==> src/irl_pkg.sv <==
// Constants, register map and carrier types of the interrupt request logic.
// Assumes a single core clock domain and an AXI4-Lite register bus.
package irl_pkg;

    ////////////////////////////////////////////////////////////////////////////
    // Sources, in fixed polling order (index 0 is polled first)
    localparam int NSRC = 10;
    localparam logic [3:0] SRC_EXT0 = 4'h0;
    localparam logic [3:0] SRC_UART2 = 4'h1;
    localparam logic [3:0] SRC_TMR0 = 4'h2;
    localparam logic [3:0] SRC_TWI = 4'h3;
    localparam logic [3:0] SRC_EXT1 = 4'h4;
    localparam logic [3:0] SRC_DISP = 4'h5;
    localparam logic [3:0] SRC_TMR1 = 4'h6;
    localparam logic [3:0] SRC_USB = 4'h7;
    localparam logic [3:0] SRC_UART1 = 4'h8;
    localparam logic [3:0] SRC_TMR2 = 4'h9;

    ////////////////////////////////////////////////////////////////////////////
    // Register byte offsets
    localparam int ADDR_W = 8;
    localparam logic [7:0] OFS_TIMER_CTRL = 8'h00;
    localparam logic [7:0] OFS_TMR2_CTRL = 8'h04;
    localparam logic [7:0] OFS_ENABLE = 8'h08;
    localparam logic [7:0] OFS_PRIO_FIRST = 8'h0C;
    localparam logic [7:0] OFS_PRIO_SECOND = 8'h10;
    localparam logic [7:0] OFS_STATUS = 8'h14;

    // Field positions
    localparam int TC_EXT0_TRIG = 0;
    localparam int TC_EXT0_FLAG = 1;
    localparam int TC_EXT1_TRIG = 2;
    localparam int TC_EXT1_FLAG = 3;
    localparam int TC_TMR0_FLAG = 5;
    localparam int TC_TMR1_FLAG = 7;
    localparam int TC_ADC_SHARE = 8;
    localparam int T2_EXT_EN = 3;
    localparam int T2_EXT_FLAG = 6;
    localparam int T2_OVF_FLAG = 7;
    localparam int EN_GLOBAL = 31;
    localparam int PRIO_HALF = 5;
    localparam int ST_ACTIVE_HI = 16;
    localparam int ST_ACTIVE_LO = 17;
    localparam int ST_VEC_LSB = 24;

    // Reset values
    localparam logic [NSRC-1:0] EN_RESET = 10'h000;
    localparam logic [NSRC-1:0] PRIO_RESET = 10'h000;
    localparam logic PIN_IDLE = 1'b1;

    localparam logic [1:0] RESP_OKAY = 2'h0;
    localparam logic [1:0] RESP_SLVERR = 2'h2;

    ////////////////////////////////////////////////////////////////////////////
    // Types
    typedef enum logic [3:0] {
        SVC_IDLE = 4'h1,
        SVC_LOW = 4'h2,
        SVC_HIGH = 4'h4,
        SVC_NEST = 4'h8
    } irl_svc_e;

    typedef struct packed {
        logic uart2;
        logic twi;
        logic disp;
        logic usb;
        logic uart1;
        logic adc;
    } irl_periph_s;

    typedef struct packed {
        logic t0_ovf;
        logic t0_mode3;
        logic t1_ovf;
        logic t2_ovf;
    } irl_tmr_s;

endpackage

==> src/irl_pick.sv <==
// Fixed-order request picker: lowest index among the raised requests wins.
// Purely combinational; the caller registers the result.
`timescale 1ns/1ps
module irl_pick (
    input wire logic [irl_pkg::NSRC-1:0] req,
    output logic valid,
    output logic [3:0] idx
);
    import irl_pkg::*;

    always_comb begin
        valid = 1'b0;
        idx = 4'h0;
        // Walk downward so the lowest raised index is left standing
        for (int i = NSRC - 1; i >= 0; i--) begin
            if (req[i]) begin
                valid = 1'b1;
                idx = 4'(i);
            end
        end
    end

endmodule

==> src/irl_top.sv <==
// Interrupt request logic: collects ten sources, keeps their flags,
// picks a winner by level and polling order and offers it to the core.
// Assumes the core pulses irq_ack when it vectors and irq_return when a
// routine ends; all inputs are synchronous to aclk.
//
// Overview of operation
// - Ten sources: ext zero, uart two, timer zero, twi, ext one, display, etc.
// - A control bit picks level or falling-edge triggering for ext line zero.
// - Ext line zero interrupts from its own request flag in timer control.
// - Edge mode: ext zero flag cleared by hardware when the core vectors.
// - Level mode: ext zero flag follows the pin, not cleared on vectoring.
// - Timer zero and one set overflow flags; timer zero in mode three does not.
// - Timer zero and one overflow flags clear when their interrupt is serviced.
// - Timer two overflow flag set on overflow, cleared only by software.
// - Timer two external pin edge, gated by enable, sets an external flag.
// - Ext line one request slot may be taken over by the analog converter.
// - Each source has a low or high priority; high may preempt low.
// - A high-priority routine is never preempted.
// - Equal-level requests resolved by fixed order, ext zero first, timer two last.
// - Per-source enables plus a global enable that masks all pending requests.
`timescale 1ns/1ps
module irl_top (
    input wire logic aclk,
    input wire logic aresetn,
    // AXI4-Lite slave
    input wire logic [irl_pkg::ADDR_W-1:0] awaddr,
    input wire logic awvalid,
    output logic awready,
    input wire logic [31:0] wdata,
    input wire logic [3:0] wstrb,
    input wire logic wvalid,
    output logic wready,
    output logic [1:0] bresp,
    output logic bvalid,
    input wire logic bready,
    input wire logic [irl_pkg::ADDR_W-1:0] araddr,
    input wire logic arvalid,
    output logic arready,
    output logic [31:0] rdata,
    output logic [1:0] rresp,
    output logic rvalid,
    input wire logic rready,
    // Pins and peripherals
    input wire logic ext_irq_line_zero_n,
    input wire logic ext_irq_line_one_n,
    input wire logic tmr_two_external_pin,
    input wire irl_pkg::irl_tmr_s tmr_evt,
    input wire irl_pkg::irl_periph_s periph_req,
    // Core side
    input wire logic irq_ack,
    input wire logic irq_return,
    output logic irq_req,
    output logic [3:0] irq_vector,
    output logic irq_high
);
    import irl_pkg::*;

    typedef struct packed {
        logic ext0_trig;
        logic ext0_flag;
        logic ext1_trig;
        logic ext1_flag;
        logic adc_share;
        logic t0_flag;
        logic t1_flag;
        logic t2_flag;
        logic tmr_two_ext_flag_flag;
        logic t2_ext_en;
        logic ext0_prev;
        logic ext1_prev;
        logic tmr_two_external_pin_prev;
        irl_periph_s periph;
        logic [NSRC-1:0] en;
        logic gie;
        logic [NSRC-1:0] prio;
        irl_svc_e svc;
        logic req;
        logic [3:0] vec;
        logic hi;
        logic aw_got;
        logic w_got;
        logic [ADDR_W-1:0] awa;
        logic [31:0] wd;
        logic [3:0] ws;
        logic awready;
        logic wready;
        logic arready;
        logic bvalid;
        logic [1:0] bresp;
        logic rvalid;
        logic [31:0] rdata;
        logic [1:0] rresp;
    } irl_state_s;

    irl_state_s s;
    irl_state_s next_s;

    logic [NSRC-1:0] src_flag;
    logic [NSRC-1:0] pend;
    logic [NSRC-1:0] hi_in;
    logic [NSRC-1:0] lo_in;
    logic hi_v;
    logic lo_v;
    logic [3:0] hi_idx;
    logic [3:0] lo_idx;
    logic ack;
    logic [31:0] wmask;
    logic [31:0] wset;
    logic wr_fire;
    logic wr_tc;
    logic wr_t2;
    logic fall0;
    logic fall1;
    logic fall_tmr_two_external_pin;

    ////////////////////////////////////////////////////////////////////////////
    // Request vector and winner selection
    assign src_flag = {s.t2_flag | s.tmr_two_ext_flag_flag, s.periph.uart1, s.periph.usb, s.t1_flag,
                       s.periph.disp, s.ext1_flag, s.periph.twi, s.t0_flag,
                       s.periph.uart2, s.ext0_flag};
    assign pend = src_flag & s.en & {NSRC{s.gie}};
    // High level may enter idle or over a low routine, never over a high one
    assign hi_in = (s.svc == SVC_IDLE || s.svc == SVC_LOW) ? (pend & s.prio) : '0;
    assign lo_in = (s.svc == SVC_IDLE) ? (pend & ~s.prio) : '0;

    irl_pick u_pick_hi (
        .req(hi_in),
        .valid(hi_v),
        .idx(hi_idx)
    );

    irl_pick u_pick_lo (
        .req(lo_in),
        .valid(lo_v),
        .idx(lo_idx)
    );

    assign ack = irq_ack && s.req;
    assign wr_fire = s.aw_got && s.w_got && !s.bvalid;
    assign wr_tc = wr_fire && (s.awa == OFS_TIMER_CTRL);
    assign wr_t2 = wr_fire && (s.awa == OFS_TMR2_CTRL);
    assign wmask = {{8{s.ws[3]}}, {8{s.ws[2]}}, {8{s.ws[1]}}, {8{s.ws[0]}}};
    assign wset = s.wd & wmask;
    assign fall0 = s.ext0_prev && !ext_irq_line_zero_n;
    assign fall1 = s.ext1_prev && !ext_irq_line_one_n;
    assign fall_tmr_two_external_pin = s.tmr_two_external_pin_prev && !tmr_two_external_pin;

    function automatic logic [31:0] read_reg(input irl_state_s st, input logic [NSRC-1:0] pd);
        logic [31:0] d;
        d = 32'h0000_0000;
        case (st.awa)
            default: d = 32'h0000_0000;
        endcase
        return d;
    endfunction

    ////////////////////////////////////////////////////////////////////////////
    // Next state
    always_comb begin
        next_s = s;

        // Peripheral flags are owned outside; sampled every clock
        next_s.periph = periph_req;
        next_s.ext0_prev = ext_irq_line_zero_n;
        next_s.ext1_prev = ext_irq_line_one_n;
        next_s.tmr_two_external_pin_prev = tmr_two_external_pin;

        // Control bits
        if (wr_tc && wmask[TC_EXT0_TRIG]) begin
            next_s.ext0_trig = s.wd[TC_EXT0_TRIG];
        end
        if (wr_tc && wmask[TC_EXT1_TRIG]) begin
            next_s.ext1_trig = s.wd[TC_EXT1_TRIG];
        end
        if (wr_tc && wmask[TC_ADC_SHARE]) begin
            next_s.adc_share = s.wd[TC_ADC_SHARE];
        end
        if (wr_t2 && wmask[T2_EXT_EN]) begin
            next_s.t2_ext_en = s.wd[T2_EXT_EN];
        end
        if (wr_fire && s.awa == OFS_ENABLE) begin
            next_s.en = (s.en & ~wmask[NSRC-1:0]) | wset[NSRC-1:0];
            if (wmask[EN_GLOBAL]) begin
                next_s.gie = s.wd[EN_GLOBAL];
            end
        end
        if (wr_fire && s.awa == OFS_PRIO_FIRST) begin
            next_s.prio[PRIO_HALF-1:0] = (s.prio[PRIO_HALF-1:0] & ~wmask[PRIO_HALF-1:0])
                                       | wset[PRIO_HALF-1:0];
        end
        if (wr_fire && s.awa == OFS_PRIO_SECOND) begin
            next_s.prio[NSRC-1:PRIO_HALF] = (s.prio[NSRC-1:PRIO_HALF]
                                          & ~wmask[PRIO_HALF-1:0]) | wset[PRIO_HALF-1:0];
        end

        // Ext line zero: edge flag is sticky, level flag mirrors the pin
        if (s.ext0_trig) begin
            next_s.ext0_flag = fall0 | (s.ext0_flag & !(ack && s.vec == SRC_EXT0)
                             & !(wr_tc && wset[TC_EXT0_FLAG]));
        end else begin
            // A pin still low after the routine simply raises again
            next_s.ext0_flag = !ext_irq_line_zero_n;
        end

        // Ext line one, or the converter's done flag when shared
        if (s.adc_share) begin
            next_s.ext1_flag = s.periph.adc;
        end else if (s.ext1_trig) begin
            next_s.ext1_flag = fall1 | (s.ext1_flag & !(ack && s.vec == SRC_EXT1)
                             & !(wr_tc && wset[TC_EXT1_FLAG]));
        end else begin
            next_s.ext1_flag = !ext_irq_line_one_n;
        end

        // Timer flags: set beats any clear in the same cycle
        next_s.t0_flag = (tmr_evt.t0_ovf && !tmr_evt.t0_mode3)
                       | (s.t0_flag & !(ack && s.vec == SRC_TMR0)
                       & !(wr_tc && wset[TC_TMR0_FLAG]));
        next_s.t1_flag = tmr_evt.t1_ovf
                       | (s.t1_flag & !(ack && s.vec == SRC_TMR1)
                       & !(wr_tc && wset[TC_TMR1_FLAG]));
        next_s.t2_flag = tmr_evt.t2_ovf | (s.t2_flag & !(wr_t2 && wset[T2_OVF_FLAG]));
        next_s.tmr_two_ext_flag_flag = (fall_tmr_two_external_pin && s.t2_ext_en)
                         | (s.tmr_two_ext_flag_flag & !(wr_t2 && wset[T2_EXT_FLAG]));

        // Service nesting; an ack in the same cycle as a return takes precedence
        if (ack) begin
            case (s.svc)
                SVC_IDLE: next_s.svc = s.hi ? SVC_HIGH : SVC_LOW;
                SVC_LOW: next_s.svc = SVC_NEST;
                default: next_s.svc = s.svc;
            endcase
        end else if (irq_return) begin
            case (s.svc)
                SVC_NEST: next_s.svc = SVC_LOW;
                SVC_HIGH: next_s.svc = SVC_IDLE;
                SVC_LOW: next_s.svc = SVC_IDLE;
                default: next_s.svc = SVC_IDLE;
            endcase
        end

        // Offer to the core; dropped for one cycle after each ack
        next_s.req = !ack && (hi_v || lo_v);
        next_s.vec = hi_v ? hi_idx : lo_idx;
        next_s.hi = hi_v;

        // AXI write channels
        if (awvalid && s.awready) begin
            next_s.aw_got = 1'b1;
            next_s.awa = {awaddr[ADDR_W-1:2], 2'b00};
        end
        if (wvalid && s.wready) begin
            next_s.w_got = 1'b1;
            next_s.wd = wdata;
            next_s.ws = wstrb;
        end
        if (wr_fire) begin
            next_s.aw_got = 1'b0;
            next_s.w_got = 1'b0;
            next_s.bvalid = 1'b1;
            case (s.awa)
                OFS_TIMER_CTRL, OFS_TMR2_CTRL, OFS_ENABLE,
                OFS_PRIO_FIRST, OFS_PRIO_SECOND, OFS_STATUS: next_s.bresp = RESP_OKAY;
                default: next_s.bresp = RESP_SLVERR;
            endcase
        end
        if (s.bvalid && bready) begin
            next_s.bvalid = 1'b0;
        end
        next_s.awready = !next_s.aw_got && !next_s.bvalid;
        next_s.wready = !next_s.w_got && !next_s.bvalid;

        // AXI read channel
        if (arvalid && s.arready) begin
            next_s.rvalid = 1'b1;
            next_s.rresp = RESP_OKAY;
            next_s.rdata = 32'h0000_0000;
            case ({araddr[ADDR_W-1:2], 2'b00})
                OFS_TIMER_CTRL: begin
                    next_s.rdata[TC_EXT0_TRIG] = s.ext0_trig;
                    next_s.rdata[TC_EXT0_FLAG] = s.ext0_flag;
                    next_s.rdata[TC_EXT1_TRIG] = s.ext1_trig;
                    next_s.rdata[TC_EXT1_FLAG] = s.ext1_flag;
                    next_s.rdata[TC_TMR0_FLAG] = s.t0_flag;
                    next_s.rdata[TC_TMR1_FLAG] = s.t1_flag;
                    next_s.rdata[TC_ADC_SHARE] = s.adc_share;
                end
                OFS_TMR2_CTRL: begin
                    next_s.rdata[T2_EXT_EN] = s.t2_ext_en;
                    next_s.rdata[T2_EXT_FLAG] = s.tmr_two_ext_flag_flag;
                    next_s.rdata[T2_OVF_FLAG] = s.t2_flag;
                end
                OFS_ENABLE: begin
                    next_s.rdata[NSRC-1:0] = s.en;
                    next_s.rdata[EN_GLOBAL] = s.gie;
                end
                OFS_PRIO_FIRST: next_s.rdata[PRIO_HALF-1:0] = s.prio[PRIO_HALF-1:0];
                OFS_PRIO_SECOND: next_s.rdata[PRIO_HALF-1:0] = s.prio[NSRC-1:PRIO_HALF];
                OFS_STATUS: begin
                    next_s.rdata[NSRC-1:0] = pend;
                    next_s.rdata[ST_ACTIVE_HI] = (s.svc == SVC_HIGH) || (s.svc == SVC_NEST);
                    next_s.rdata[ST_ACTIVE_LO] = (s.svc == SVC_LOW) || (s.svc == SVC_NEST);
                    next_s.rdata[ST_VEC_LSB+3:ST_VEC_LSB] = s.vec;
                end
                default: next_s.rresp = RESP_SLVERR;
            endcase
        end
        if (s.rvalid && rready) begin
            next_s.rvalid = 1'b0;
        end
        next_s.arready = !next_s.rvalid;
    end

    ////////////////////////////////////////////////////////////////////////////
    // State register
    always_ff @(posedge aclk) begin
        if (!aresetn) begin
            s <= '0;
            s.ext0_prev <= PIN_IDLE;
            s.ext1_prev <= PIN_IDLE;
            s.tmr_two_external_pin_prev <= PIN_IDLE;
            s.en <= EN_RESET;
            s.prio <= PRIO_RESET;
            s.svc <= SVC_IDLE;
        end else begin
            s <= next_s;
        end
    end

    assign awready = s.awready;
    assign wready = s.wready;
    assign bvalid = s.bvalid;
    assign bresp = s.bresp;
    assign arready = s.arready;
    assign rvalid = s.rvalid;
    assign rdata = s.rdata;
    assign rresp = s.rresp;
    assign irq_req = s.req;
    assign irq_vector = s.vec;
    assign irq_high = s.hi;
endmodule

==> config.mk <==
export PLATFORM = sky130hd
export DESIGN_NAME = irl_top
export DESIGN_NICKNAME = d
export VERILOG_FILES = /design/src/irl_pkg.sv /design/src/irl_pick.sv /design/src/irl_top.sv
export SDC_FILE = /design/constraint.sdc
export NUM_CORES = 1
export LEC_CHECK = 0
export ABC_AREA = 1
export BUFFER_PORTS_ARGS = -buffer_cell sky130_fd_sc_hd__buf_2
export CAP_MARGIN = 20
export CORE_UTILIZATION = 40
export CTS_CLUSTER_SIZE = 24
export DETAILED_ROUTE_END_ITERATION = 10
export PLACE_DENSITY = 0.73
export REMOVE_ABC_BUFFERS = 1
export SYNTH_ARGS = -nofsm -noshare
export SYNTH_HDL_FRONTEND = slang
export SYNTH_SLANG_ARGS = --single-unit
export TNS_END_PERCENT = 100
==> constraint.sdc <==
create_clock -name aclk -period 1.7 [get_ports aclk]
set_input_delay 0.34 -clock aclk [delete_from_list [all_inputs] [get_ports aclk]]
set_output_delay 0.34 -clock aclk [all_outputs]
set_load 0.01 [all_outputs]
==> summary.md, run 1 <==
| Metric | Value |
|---|---|
| Mapped Avg Cell Area | `7.491 um^2` |
| Pleak | `2.464 nW` |
| Flop2flop setup slack | `0.10 ns` |
| Antenna Violating Nets Remaining | `0` |
| Fin. Hold Viols | `0` |
| Worst Setup EP | `s[127]$_SDFFE_PN0P_` |
| Vias in the first global route | `3,956` |
| Total CTS buffers | `9` |
| Syn Std Cell Area | `4592 um^2` |
| Total track usage | `20.96%` |
| Die area | `11,910 um^2` |
| Sequential fraction of design power | `48.2%` |
| Total detailed-routing wirelength | `11,740 um` |
| CP Launch Type | `register` |
| Primary FF master, synth | `dfxtp_1` |
| Largest net degree at the start of global routing | `60` |
| Core Area | `11,030 um^2` |
| Synth Warn # | `0` |
| Status | `finished, final reports clean` |
| DRC viols | `0` |
| First-pass GRT wire length | `19,070 um` |
| Simple-gate portion of the synthesized area | `24.58%` |
| Io pins | `121` |
| Crit-path max FO | `3` |
| Fill cells | `1,118` |
| Clk pwr share | `42.8%` |
| Die Ht | `109.1 um` |
| DR WL/cell | `14.16 um` |
| Clock Sink Count | `96` |
| Initial Utilization | `41.63%` |
| CP Class | `reg -> reg` |
| Die X | `109.1 um` |
| Final Max Slew Viols | `0` |
| Worst Setup SP | `s[83]$_SDFFE_PN0P_` |
| Max cap viols | `0` |
| Total iterations of the first detailed-routing run | `4` |
| Post-route minimum period | `1.597 ns` |
| Initial antenna violation count | `0` |
| Post-synthesis sequential area ratio | `41.85%` |
| Buffers on Ports | `77` |
| Post-Syn Instances | `613` |
| CTS tree | `built` |
| CP Capture Type | `register` |
| Vias | `4,208` |
| Asr flop ratio synth | `0%` |
| N_diodes | `0` |
| Post-DR vias/cell | `5.076` |
| Area grow syn2layout | `18.20%` |
| Commonest non-fill, non-tap cell in the layout | `dfxtp_1` |
| Largest family of logic cells by synthesized area | `simple AND/OR/NAND/NOR gates` |
| DP HPWL | `8857 um` |
| Worst reg-to-reg path cell count | `7` |
| Mux contribution to synthesized area | `0%` |
| RSZ-0062 raised after global routing | `true` |
| GP Congestion | `0.9016` |
| Worst min path class | `in -> reg` |
| Cell Count, Final, Fillers Out | `829` |
| Total gr overflow | `0` |
| Max Buffers Root-to-Sink | `2` |
| Post-synth EDFFs | `0` |
| DP Area | `5027 um^2` |
| Net Switching | `1.190 mW` |
| Count of different cell masters after synthesis | `43` |
| Root Driver | `clkbuf_16` |
| Synth Register Bits | `96` |
| Worst endpoint required time | `1.96 ns` |
| Number of setup violations in the final report | `0` |
| Sw Ratio | `24.00%` |
| Post-route clock period utilization | `93.96%` |
| Arrival @ worst endpoint | `1.85 ns` |
| Placement Rows | `38` |
| FF/Latch Area | `1929 um^2` |
| FMAX | `626.1 MHz` |
| Core Util, Final | `49.21%` |
| Comb pwr share | `9.0%` |
| Clock skew | `0.005853 ns` |
| Placed Instances | `812` |
| Area share of fa/ha/maj cells after synthesis | `0%` |
| Peak supply drop | `0.7982 mV` |
| Nets | `758` |
| RR Endpoint | `s[127]$_SDFFE_PN0P_` |
| Post-route cell area | `5428 um^2` |
| Initial DRC count | `252` |
| Cell Pwr Density | `913.1 nW/um^2` |
| Synth Area in XOR/XNOR | `0%` |
| Commonest cells after routing, fill and taps aside | `dfxtp_1 (92), nand2_1 (80), buf_2 (77)` |
| Multi-input logic area | `2093 um^2` |
| Reg2reg start | `s[83]$_SDFFE_PN0P_` |
| P_int | `3.767 mW` |
| Layout cells sized above 1 | `24.09%` |
| Synth Area in Compound Gates | `18.37%` |
| H-tree Lvls | `3` |
| Setup Total Neg Slack | `0 ns` |
| Clock Latency Late Sink | `0.35 ns` |
| Clk slew on worst S/H paths | `0.07 ns` |
## repair_timing
| item | CTS | global route |
|---|---|---|
| resized for setup | 0 | 23 |
| hold buffers | 0 | 0 |
| buffers inserted | 0 | 1 |
| endpoints found under the setup margin | 0 | 5 |
## routing by layer
layer / part of all wire (%) / routed length, um / GRT usage [%]
met2: 48 / 5663 / 35.85
met4: 1.8 / 214 / 7.625
met3: 6.4 / 753 / 4.005
met5: 0 / 0 / 0
met1: 44 / 5111 / 26.01
## stage by stage
stage	setup slack (ns)	hold slack, ns	power [mW]
4_1_cts	0.02737	0.1729	4.981
3_3_place_gp	0.1199	0.4336	2.853
2_1_floorplan	0.1684	0.4087	2.667
5_1_grt	-0.05734	0.1919	5.172
6_report	0.1027	0.1823	4.956
3_5_place_dp	0.06114	0.4281	2.872
## logic make-up (layout without fill, tap and decap cells)
family	count (synthesis)	in the layout
compound gates	153	153
buf+inv	137	197
simple gates	226	226
flops	96	96
other cells	1	17
## layout make-up
type / instances / area share, %
Timing Repair Buffer: 104 / 11.43
Tap cell: 140 / 3.227
Clock buffer: 13 / 4.979
Clock inverter: 3 / 0.8760
Multi-Input combinational cell: 396 / 38.57
Sequential cell: 96 / 35.55
Inverter: 77 / 5.371
## power groups by stage
stage | combinational (mW) | sequential, mW | clock [mW]
after global routing | 0.503 | 2.40 | 2.27
final | 0.445 | 2.39 | 2.12
after detailed placement | 0.433 | 2.44 | 0
after global placement | 0.418 | 2.43 | 0
after CTS | 0.435 | 2.39 | 2.16
after floorplan | 0.235 | 2.43 | 0
## how the worst min path moves through the flow
stage                     cells past startpoint                 from                 to  slack (ns)
final                                         3        periph_req[5]  s[123]$_SDFF_PN0_        0.18
after global routing                          2  ext_irq_line_zero_n  s[126]$_SDFF_PN1_        0.19
after CTS                                     3        periph_req[1]  s[119]$_SDFF_PN0_        0.17
after detailed placement                      1     s[85]$_SDFF_PN0_  wready$_SDFF_PN0_        0.43
after global placement                        1     s[85]$_SDFF_PN0_  wready$_SDFF_PN0_        0.43
after floorplan                               1              aresetn  s[125]$_SDFF_PN1_        0.41
## cells in the mapped netlist, types with 2 or more instances
cell | count | area share [%]
o21ai_0 | 54 | 5.9
nand2_1 | 81 | 6.6
nor2_4 | 4 | 0.98
nand3_1 | 36 | 3.9
inv_2 | 4 | 0.33
nand2_4 | 2 | 0.49
dfxtp_1 | 96 | 42
o22ai_1 | 5 | 0.68
nand3_2 | 5 | 1.1
clkinv_1 | 2 | 0.16
or2_1 | 2 | 0.27
nand3b_1 | 3 | 0.49
a211oi_1 | 9 | 1.5
o21ai_1 | 5 | 0.54
buf_4 | 41 | 6.7
nand2_2 | 6 | 0.82
nand3_4 | 3 | 1.1
a21oi_1 | 64 | 7.0
nor3_1 | 9 | 0.98
or2_2 | 2 | 0.27
buf_2 | 2 | 0.22
o211ai_1 | 3 | 0.49
clkbuf_1 | 14 | 1.1
a221oi_1 | 3 | 0.57
a31oi_1 | 3 | 0.41
nand4_1 | 9 | 1.2
inv_1 | 71 | 5.8
nor3_2 | 2 | 0.44
o221ai_1 | 2 | 0.38
nor2_1 | 58 | 4.7
## critical path, cell delays in order (launching register included)
cell      delay [ns]
dfxtp_1         0.31
or2_1           0.25
nor2_4          0.13
nand2_4         0.08
inv_2           0.09
nand4_1         0.13
or2_4           0.28
a211oi_1        0.22
Power figures use the tool's default switching activity.
==> run 2: changes to the inputs <==
CORE_ASPECT_RATIO = 1.2   (was default)
==> run 2 against run 1 <==
Effect of this change:
- critical path depth is 1 higher
- clock skew hardly changed
- global-route usage is 1.6 points lower
- worst hold slack worse by 0.011 ns
- design area is 0.32% lower
- fmax is 2.2% lower
- clock power is 12% lower
- die area hardly changed
- sequential power hardly changed
- critical path type unchanged
==> summary.md, run 2 (synthesis results as in run 1) <==
| Metric | Value |
|---|---|
| RSZ-0062 raised after global routing | `true` |
| CP Launch Type | `register` |
| Clock Sink Count | `96` |
| Clock Latency Late Sink | `0.35 ns` |
| Final Max Slew Viols | `0` |
| Area grow syn2layout | `17.82%` |
| DR WL/cell | `13.42 um` |
| Number of setup violations in the final report | `0` |
| Status | `finished, final reports clean` |
| Antenna Violating Nets Remaining | `0` |
| Buffers on Ports | `77` |
| Max Buffers Root-to-Sink | `2` |
| Arrival @ worst endpoint | `1.86 ns` |
| Worst endpoint required time | `1.92 ns` |
| DP HPWL | `8645 um` |
| Worst min path class | `in -> reg` |
| Die Ht | `119.4 um` |
| Setup Total Neg Slack | `0 ns` |
| Placement Rows | `42` |
| CP Class | `reg -> reg` |
| Vias in the first global route | `3,743` |
| Post-DR vias/cell | `4.982` |
| Cell Count, Final, Fillers Out | `842` |
| Initial antenna violation count | `0` |
| Max cap viols | `0` |
| Commonest non-fill, non-tap cell in the layout | `dfxtp_1` |
| Nets | `758` |
| Cell Pwr Density | `872.5 nW/um^2` |
| Commonest cells after routing, fill and taps aside | `dfxtp_1 (91), nand2_1 (81), buf_2 (77)` |
| N_diodes | `0` |
| CTS tree | `built` |
| Placed Instances | `818` |
| Total gr overflow | `0` |
| Total iterations of the first detailed-routing run | `5` |
| Pleak | `2.438 nW` |
| Clock skew | `0.005885 ns` |
| Layout cells sized above 1 | `23.69%` |
| Die area | `11,910 um^2` |
| Total detailed-routing wirelength | `11,300 um` |
| Largest net degree at the start of global routing | `40` |
| Peak supply drop | `0.4144 mV` |
| Vias | `4,195` |
| Die X | `99.81 um` |
| Post-route minimum period | `1.633 ns` |
| Total track usage | `19.38%` |
| CP Capture Type | `register` |
| Root Driver | `clkbuf_16` |
| Total CTS buffers | `9` |
| Initial DRC count | `241` |
| DRC viols | `0` |
| GP Congestion | `0.9182` |
| Initial Utilization | `41.41%` |
| CTS hold repair buffers | `0` |
| Clk slew on worst S/H paths | `0.07 ns` |
| Io pins | `121` |
| FMAX | `612.3 MHz` |
| Core Area | `11,090 um^2` |
| Post-route clock period utilization | `96.08%` |
| H-tree Lvls | `3` |
| Crit-path max FO | `3` |
| Fin. Hold Viols | `0` |
| Core Util, Final | `48.79%` |
| First-pass GRT wire length | `18,070 um` |
## run 2: what timing repair did
action,in CTS,in global routing
setup endpoints to repair,0,16
buffers inserted,0,9
gates resized for setup,0,19
## run 2: power breakdown
part	switching [mW]	internal, mW	leakage, nW	total [mW]
Clock	0.883	0.988	0.124	1.87
Combinational	0.281	0.181	1.53	0.461
Sequential	0.0548	2.33	0.785	2.39
## run 2: area by class of cell
type	count	area [um^2]
Clock buffer	9	225.2
Clock inverter	6	45.04
Fill cell	1090	5678
Inverter	77	294.0
Multi-Input combinational cell	396	2079
Sequential cell	96	1928
Tap cell	154	192.7
Timing Repair Buffer	104	645.6
## run 2: layer usage
metal  up-vias  wire (um)  GRT usage [%]
met4         0        199          7.721
met3        16        541          3.169
met5         -          0              0
met1      1907       5116          24.70
li1       2125          -              -
met2       147       5443          32.37
## run 2: critical path: stages, from the launching register on
cell and delay [ns]:
dfxtp_2 0.32, or2_4 0.25, nor2_4 0.15, nand2_4 0.09, inv_4 0.08, nand4_1 0.11, or2_1 0.28, o21ai_1 0.14
a21oi_1 0.08
## run 2: final timing paths
| path | from | to | slack [ns] | depth (start not counted) |
|---|---|---|---|---|
| worst max-delay path | s[83]$_SDFFE_PN0P_ | s[128]$_SDFF_PN0_ | 0.07 | 8 |
| worst min-delay path | periph_req[3] | s[121]$_SDFF_PN0_ | 0.17 | 3 |
| worst max register to register | s[83]$_SDFFE_PN0P_ | s[128]$_SDFF_PN0_ | 0.07 | 8 |
| worst min register to register | rdata[5]$_SDFFE_PN0P_ | rdata[5]$_SDFFE_PN0P_ | 0.46 | 2 |
## run 2: per-stage QoR
stage                     hold WS (ns)  area [um^2]  worst slack, ns  power, mW
after CTS                       0.1618         5268          0.02703      4.727
final                           0.1718         5410          0.06668      4.721
after global routing            0.1840         5410        -0.004816      4.901
after global placement          0.4404         4997          0.02454      2.855
after floorplan                 0.4087         4247           0.1684      2.667
after detailed placement        0.4382         4997         -0.03525      2.869
